$ cat src/logic/device_control_pkg.sv
package device_control_pkg;
  // ---------------------------------------------------------------
  // register map
  // ---------------------------------------------------------------
  localparam int          REG_ADDR_W          = 8;
  localparam int          REG_DATA_W          = 24;
  localparam logic [7:0]  DEVICE_CONTROL_ADDR = 8'h00;
  localparam logic [23:0] DEVICE_CONTROL_RST  = 24'h000000;
  // ---------------------------------------------------------------
  // field positions
  // ---------------------------------------------------------------
  localparam int CAPTURE_TRIGGER_BIT   = 23;
  localparam int FORCE_TARGET_BIT      = 22;
  localparam int BYPASS_BIT            = 21;
  localparam int CONTINUOUS_ACCESS_BIT = 6;
  localparam int SOFT_RESET_BIT        = 0;
  // writable bits; the reserved fields are held at zero
  localparam logic [23:0] WRITABLE_MASK = 24'hE00041;
  // ---------------------------------------------------------------
  // timing
  // ---------------------------------------------------------------
  localparam int SOFT_RESET_CYCLES = 4;
endpackage

$ cat src/logic/soft_reset_pulse.sv
`timescale 1ns/1ps
module soft_reset_pulse
  import device_control_pkg::*;
#(
  parameter int CYCLES = SOFT_RESET_CYCLES
) (
  input  wire logic clk_in,
  input  wire logic nrst_in,
  input  wire logic start_in,
  output logic      reset_active_out
);
  typedef struct packed {
    logic [7:0] count;
  } pulse_state_t;

  pulse_state_t state;
  pulse_state_t next_state;

  always_comb begin
    next_state = state;
    if (start_in) begin
      next_state.count = 8'(CYCLES);
    end else if (state.count != 8'h00) begin
      next_state.count = state.count - 8'h01;
    end
  end

  always_ff @(posedge clk_in) begin
    if (!nrst_in) begin
      state <= '0;
    end else begin
      state <= next_state;
    end
  end

  assign reset_active_out = (state.count != 8'h00);
endmodule

$ cat src/logic/device_control_register.sv
`timescale 1ns/1ps
module device_control_register
  import device_control_pkg::*;
(
  input  wire logic                  clk_in,
  input  wire logic                  nrst_in,
  input  wire logic                  wr_en_in,
  input  wire logic                  rd_en_in,
  input  wire logic [REG_ADDR_W-1:0] addr_in,
  input  wire logic [REG_DATA_W-1:0] wr_data_in,
  output logic      [REG_DATA_W-1:0] rd_data_out,
  output logic                       rd_valid_out,
  input  wire logic                  capture_done_in,
  output logic                       capture_start_out,
  output logic                       capture_busy_out,
  output logic                       force_target_access_out,
  output logic                       aux_bypass_out,
  output logic                       continuous_access_enable_out,
  output logic                       device_reset_out
);
  // ---------------------------------------------------------------
  // state
  // ---------------------------------------------------------------
  typedef struct packed {
    logic [REG_DATA_W-1:0] control;
    logic [REG_DATA_W-1:0] rd_data;
    logic                  rd_valid;
    logic                  start;
  } ctrl_state_t;

  ctrl_state_t state;
  ctrl_state_t next_state;
  logic        soft_reset_active;
  logic        hit;
  logic        soft_reset_write;

  assign hit              = (addr_in == DEVICE_CONTROL_ADDR);
  assign soft_reset_write = wr_en_in && hit && wr_data_in[SOFT_RESET_BIT];

  // ---------------------------------------------------------------
  // next state
  // ---------------------------------------------------------------
  always_comb begin
    next_state          = state;
    next_state.rd_valid = 1'b0;
    next_state.start    = 1'b0;
    if (rd_en_in) begin
      next_state.rd_valid = 1'b1;
      next_state.rd_data  = hit ? (state.control & WRITABLE_MASK) : '0;
    end
    // completion clears the trigger; a new write in the same cycle re-arms it
    if (capture_done_in) begin
      next_state.control[CAPTURE_TRIGGER_BIT] = 1'b0;
    end
    if (wr_en_in && hit) begin
      next_state.control = wr_data_in & WRITABLE_MASK;
      if (!wr_data_in[CAPTURE_TRIGGER_BIT] && state.control[CAPTURE_TRIGGER_BIT] && !capture_done_in) begin
        // a capture in flight cannot be cancelled by writing zero
        next_state.control[CAPTURE_TRIGGER_BIT] = 1'b1;
      end
      if (wr_data_in[CAPTURE_TRIGGER_BIT]) begin
        next_state.start = 1'b1;
      end
    end
    if (soft_reset_write || soft_reset_active) begin
      next_state.control = DEVICE_CONTROL_RST;
      next_state.start   = 1'b0;
    end
  end

  always_ff @(posedge clk_in) begin
    if (!nrst_in) begin
      state <= '{control: DEVICE_CONTROL_RST, rd_data: '0, rd_valid: 1'b0, start: 1'b0};
    end else begin
      state <= next_state;
    end
  end

  // ---------------------------------------------------------------
  // soft reset stretcher
  // ---------------------------------------------------------------
  soft_reset_pulse #(
    .CYCLES (SOFT_RESET_CYCLES)
  ) u_soft_reset (
    .clk_in           (clk_in),
    .nrst_in          (nrst_in),
    .start_in         (soft_reset_write),
    .reset_active_out (soft_reset_active)
  );

  // ---------------------------------------------------------------
  // outputs
  // ---------------------------------------------------------------
  assign rd_data_out                  = state.rd_data;
  assign rd_valid_out                 = state.rd_valid;
  assign capture_start_out            = state.start;
  assign capture_busy_out             = state.control[CAPTURE_TRIGGER_BIT];
  assign force_target_access_out      = state.control[FORCE_TARGET_BIT];
  assign aux_bypass_out               = state.control[BYPASS_BIT];
  assign continuous_access_enable_out = state.control[CONTINUOUS_ACCESS_BIT];
  assign device_reset_out             = soft_reset_active;
endmodule

$ cat config.mk
export PLATFORM = sky130hd
export DESIGN_NAME = device_control_register
export DESIGN_NICKNAME = d
export VERILOG_FILES = /design/src/logic/device_control_pkg.sv /design/src/logic/soft_reset_pulse.sv /design/src/logic/device_control_register.sv
export SDC_FILE = /design/constraint.sdc
export NUM_CORES = 1
export LEC_CHECK = 0
export ABC_AREA = 1
export BUFFER_PORTS_ARGS = -buffer_cell sky130_fd_sc_hd__buf_2
export CORE_MARGIN = 5
export CORE_UTILIZATION = 38
export CTS_BUF_LIST = sky130_fd_sc_hd__clkbuf_8 sky130_fd_sc_hd__clkbuf_16
export DETAILED_ROUTE_END_ITERATION = 6
export HOLD_SLACK_MARGIN = 0.15
export PLACE_DENSITY = 0.75
export SLEW_MARGIN = 20
export SYNTH_ARGS = -nofsm -noshare
export SYNTH_HDL_FRONTEND = slang
export SYNTH_SLANG_ARGS = --single-unit
$ cat constraint.sdc
create_clock -name clk_in -period 1.2 [get_ports clk_in]
set_input_delay 0.24 -clock clk_in [delete_from_list [all_inputs] [get_ports clk_in]]
set_output_delay 0.24 -clock clk_in [all_outputs]
set_load 0.03 [all_outputs]
# Yosys cells after proc, flatten, opt, wreduce, memory -nomap -nowiden
# Index checks and enable logic that the tools add are counted.
word_totals:
  ff_bits: 39
  latchBits: 0
  mem_bits_rw: 0
  rom_bits: 0
  inputBits: 37
  output_inout_bits: 31
  elab_cells: 32
  n_memories: 0
op_classes:
  addsub: 1
  multipliers: 0
  div_mod_pow: 0
  order_cmp: 0
  n_eq_ne: 0
  shifts: 0
  mux: 8
  bitwise_logic: 2
  n_reduce_logical: 14
op_table:
  columns: ["operator", "count"]
  rows:
  - ["2-to-1 mux 24 bit", 2]
  - ["zero test 8 bit", 1]
  - ["nonzero test 8 bit", 1]
  - ["subtractor 8 x 1 -> 8 bit, second input constant", 1]
  - ["2-to-1 mux 3 bit", 2]
  - ["logical AND 1 bit", 4]
  - ["2-to-1 mux 1 bit", 4]
  - ["nonzero test 2 bit", 2]
  - ["OR reduction 2 bit", 2]
  - ["OR reduction 3 bit", 1]
  - ["zero test 1 bit", 2]
  - ["NOT 1 bit", 2]
  - ["logical OR 1 bit", 1]

# Depth between registers and ports, before layout
logic_depth:
  ltp_word: 5
  mapped_depth: 9
  ltp_nobuf: 8

# By module
# A second synthesis with hierarchy kept.
unflattened:
  cells_unflattened: 148
  area_unflattened_um2: 1126.1
by_module_without_submodules:
  columns: ["module", "instances", "cells_per_inst", "area_per_inst_um2", "seq_area_each_um2"]
  rows:
  - ["device_control_register", 1, 84, 644.4, 240.2]
  - ["soft_reset_pulse", 1, 64, 481.7, 160.2]

# Worst setup path before layout
# Ideal clock, no wire load.
synth_path:
  path_type: "reg-to-reg"
  from: "register u_soft_reset.state[0] (netlist bit)"
  to: "register u_soft_reset.state[2] (netlist bit)"
  setup_ns: 0.070
  arrival_time_ns: 1.093
  required_time_ns: 1.130
  slack_ns: 0.037
  path_stages_with_launch: 8
  path_buffers: 0
  period_less_slack_ns: 1.163
  path_cell_list: "dfxtp_1 > inv_1 > ha_1 > nand2_1 > nor2_4 > inv_2 > nand2_1 > a21boi_1"
synth_via:
  word_cells_on_any_way: 5
  cone_classes: "add/sub: 1; mux: 2; reduce/logical: 2"
synth_lines:
  columns: ["item", "line", "source"]
  rows:
  - ["from (decl)", "soft_reset_pulse.sv:16", "pulse_state_t state;"]
  - ["from (signal assigned)", "soft_reset_pulse.sv:32", "state <= next_state;"]
  - ["nonzero test 8 bit", null, null]
  - ["named net device_reset_out", "device_control_register.sv:19", "output logic device_reset_out"]
  - ["nonzero test 2 bit (no source line)", null, null]
# The timed path passes the listed nets, and every way through them passes these cells. The select of a mux whose other input is x is not followed.
# A chain may end at the register's enable or synchronous reset.

# Worst setup path in the final report
layout_path:
  from: "register u_soft_reset.state[4] (netlist bit)"
  to: "output device_reset_out"
layout_via:
  elab_chain_cells: 1
layout_lines:
  columns: ["item", "line", "source"]
  rows:
  - ["nonzero test 8 bit", "soft_reset_pulse.sv:36", "assign reset_active_out = (state.count != 8'h00);"]
  - ["to (decl)", "device_control_register.sv:19", null]
# Every way passes these cells.

==> flow_summary.json <==
{
  "synth_ff_type": "dfxtp_1",
  "timing.rr.end": "capture_start_out$_SDFF_PP0_",
  "avgRoutedWirePerCell_um": 10.1,
  "power_density_nw_per_um2": 2370,
  "num_antenna_cells": 0,
  "grt_setup_unrepaired": "yes",
  "postRouteAntennaNets": 0,
  "portBuffers": 29,
  "syn_inst": 147,
  "irDropWorstVdd_mv": 1.62,
  "drt-pass1-iter-count": 2,
  "synth_warnings": 0,
  "synth_area_um2": 1080,
  "cp.required_ps": 960,
  "overflow": 0,
  "leakagePower_uw": 0.000679,
  "fin_nets": 224,
  "cts_root_buffer": "clkbuf_8",
  "min-delay-start": "wr_data_in[23]",
  "yosys.area.top_type_share_pct": 37.0,
  "avgSynthCellArea_um2": 7.35,
  "slew_violations": 0,
  "min_period_ps": 1350,
  "synth_seq_cells": 20,
  "start_util_pct": 39.5,
  "row_count": 19,
  "synth_top_cell_by_area": "dfxtp_1",
  "gp_congestion": 0.772,
  "vias_per_cell": 4.24,
  "pin_count": 68,
  "grt_pass1_wl_um": 3480,
  "totalWireLength_um": 2170,
  "cp-start-kind": "flip-flop",
  "cts_max_path_buffers": 2,
  "ys_seq_area_share_pct": 37.0,
  "clock_latency_ps": 260,
  "hpwl_um": 1640,
  "hold_viol": 0,
  "synth_area_leaders": "dfxtp_1, buf_4, nand2_1",
  "cts_buffers": 3,
  "period_share_pct": 112,
  "finalSetupViolCount": 1,
  "synth_common_cells": "nand2_1, buf_4, nor2_1, dfxtp_1, inv_1",
  "dpl-instance-area_um2": 1190,
  "r2r_start": "u_soft_reset.state[4]$_SDFFE_PP0P_",
  "grt_pass1_vias": 804,
  "core_area_um2": 2730,
  "cp-end-kind": "primary output",
  "r2r_cells": 7,
  "cts_tree": "built",
  "cap_viol_max_count": 0,
  "path_class": "reg -> out",
  "min_path_type": "in -> reg",
  "antenna_found_initial": 0,
  "fillCellCount": 289,
  "clkSinkCount": 20,
  "clk_pin_slew_worst_paths_ps": 80,
  "synthToLayoutAreaGrowth_pct": 29.1,
  "crit_fanout": 3,
  "grt_max_degree": 13,
  "synth_edf_count": 0,
  "r2r_setup_slack_ps": 10,
  "async_reset_ff_share_pct": 0,
  "cts_max_level": 1,
  "synth.distinct_cells": 21,
  "via_count": 911,
  "hold_depth": 3,
  "multi_input_area_um2": 581,
  "die_area_um2": 4010,
  "max_freq_ghz": 0.743,
  "fin_ws_ps": -146,
  "drtIter0Drc": 7,
  "regArea_um2": 410,
  "holdPathEnd": "capture_start_out$_SDFF_PP0_",
  "violations": "negative setup slack",
  "crit_arrival_ps": 1110,
  "die_h_um": 63.3,
  "utilization_pct": 51.0,
  "drive_gt1_share_pct": 40.2,
  "drcViolationCount": 0,
  "track_usage_pct": 10.4,
  "hold_ws_ps": 224,
  "synth_most_common_cell": "nand2_1",
  "outcome": "finished, violations left",
  "fin_area_um2": 1400,
  "die_w_um": 63.3,
  "fin_skew_ps": 1.93
}
-- repair_timing --
| action | CTS | global route |
|---|---|---|
| endpoints found under the setup margin | 12 | 12 |
| hold buffers | 0 | 0 |
| pin swaps | 5 | 4 |
| resized for setup | 17 | 12 |
| endpoints found under the hold margin | 0 | 0 |
| setup buffers | 6 | 3 |
-- critical path, cell delays in order (launching register included) --
cell	delay [ps]
dfxtp_2	340
nor2_1	110
nand2_2	100
nor2_4	120
inv_2	50
buf_6	130
-- registers in the layout, summed over array words and instances (netlist names) --
| register | count |
|---|---|
| state | 1 |
| capture_busy_out | 1 |
| aux_bypass_out | 1 |
| force_target_access_out | 1 |
| capture_start_out | 1 |
| rd_data_out | 5 |
| continuous_access_enable_out | 1 |
| u_soft_reset.state | 8 |
| rd_valid_out | 1 |
-- where the power goes --
group	switching, µW	internal [µW]
clock network	231	445
logic	920	792
registers	103	811
total	1250	2050
-- cell type report --
class	count	share of cell area [%]
clock inverter	1	2.15
inverter	12	3.23
multi-input combinational	107	41.6
clock buffer	3	2.96
tap	31	2.78
sequential	20	29.4
timing repair buffer	41	17.8
-- worst max path at each step --
stage	start	to	slack, ps
6_report	u_soft_reset.state[4]$_SDFFE_PP0P_	device_reset_out	-150
3_5_place_dp	u_soft_reset.state[1]$_SDFFE_PP0P_	force_target_access_out$_SDFFE_PP0N_	-30
2_1_floorplan	u_soft_reset.state[0]$_SDFFE_PP0P_	u_soft_reset.state[2]$_SDFFE_PN0P_	40
5_1_grt	u_soft_reset.state[0]$_SDFFE_PP0P_	device_reset_out	-220
4_1_cts	u_soft_reset.state[2]$_SDFFE_PN0P_	device_reset_out	-160
3_3_place_gp	addr_in[7]	aux_bypass_out$_SDFFE_PP0N_	-3
-- layer usage --
metal / global-route usage (%) / share of wire [%] / vias up
li1: - / - / 485
met5: 0 / 0 / -
met4: 0.779 / 0.46 / 0
met2: 18.0 / 49 / 26
met1: 12.0 / 43 / 398
met3: 4.97 / 8.1 / 2
-- logic make-up after synthesis --
group / after synthesis / share of synthesized area, %
AND/OR/NAND/NOR: 68 / 27.9
buffers and inverters: 38 / 22.2
flip-flops: 20 / 37.0
AO/OA/AOI/OAI: 14 / 6.94
XOR/XNOR: 4 / 3.24
adder cells (fa/ha/maj): 2 / 2.31
other: 1 / 0.347
-- layout by cell type, fill, tap and decap left out, drive strengths merged --
cell,instances
a21boi,1
a21oi,7
buf,41
bufinv,1
clkbuf,3
conb,19
dfxtp,20
ha,2
inv,12
nand2,32
nand3,11
nor2,25
o21ai,5
o21bai,1
xnor2,2
xor2,2
-- through the flow --
step           cells  TNS [ps]  total power [µW]  worst slack (ps)
2_1_floorplan    165         0              1860              37.4
3_3_place_gp     205     -4.88              2180             -3.39
3_5_place_dp     205      -217              2220             -26.9
4_1_cts          214      -155              3190              -155
5_1_grt          215      -755              3540              -217
6_report         215      -146              3300              -146
No activity file was read; power rests on OpenSTA's default activity.
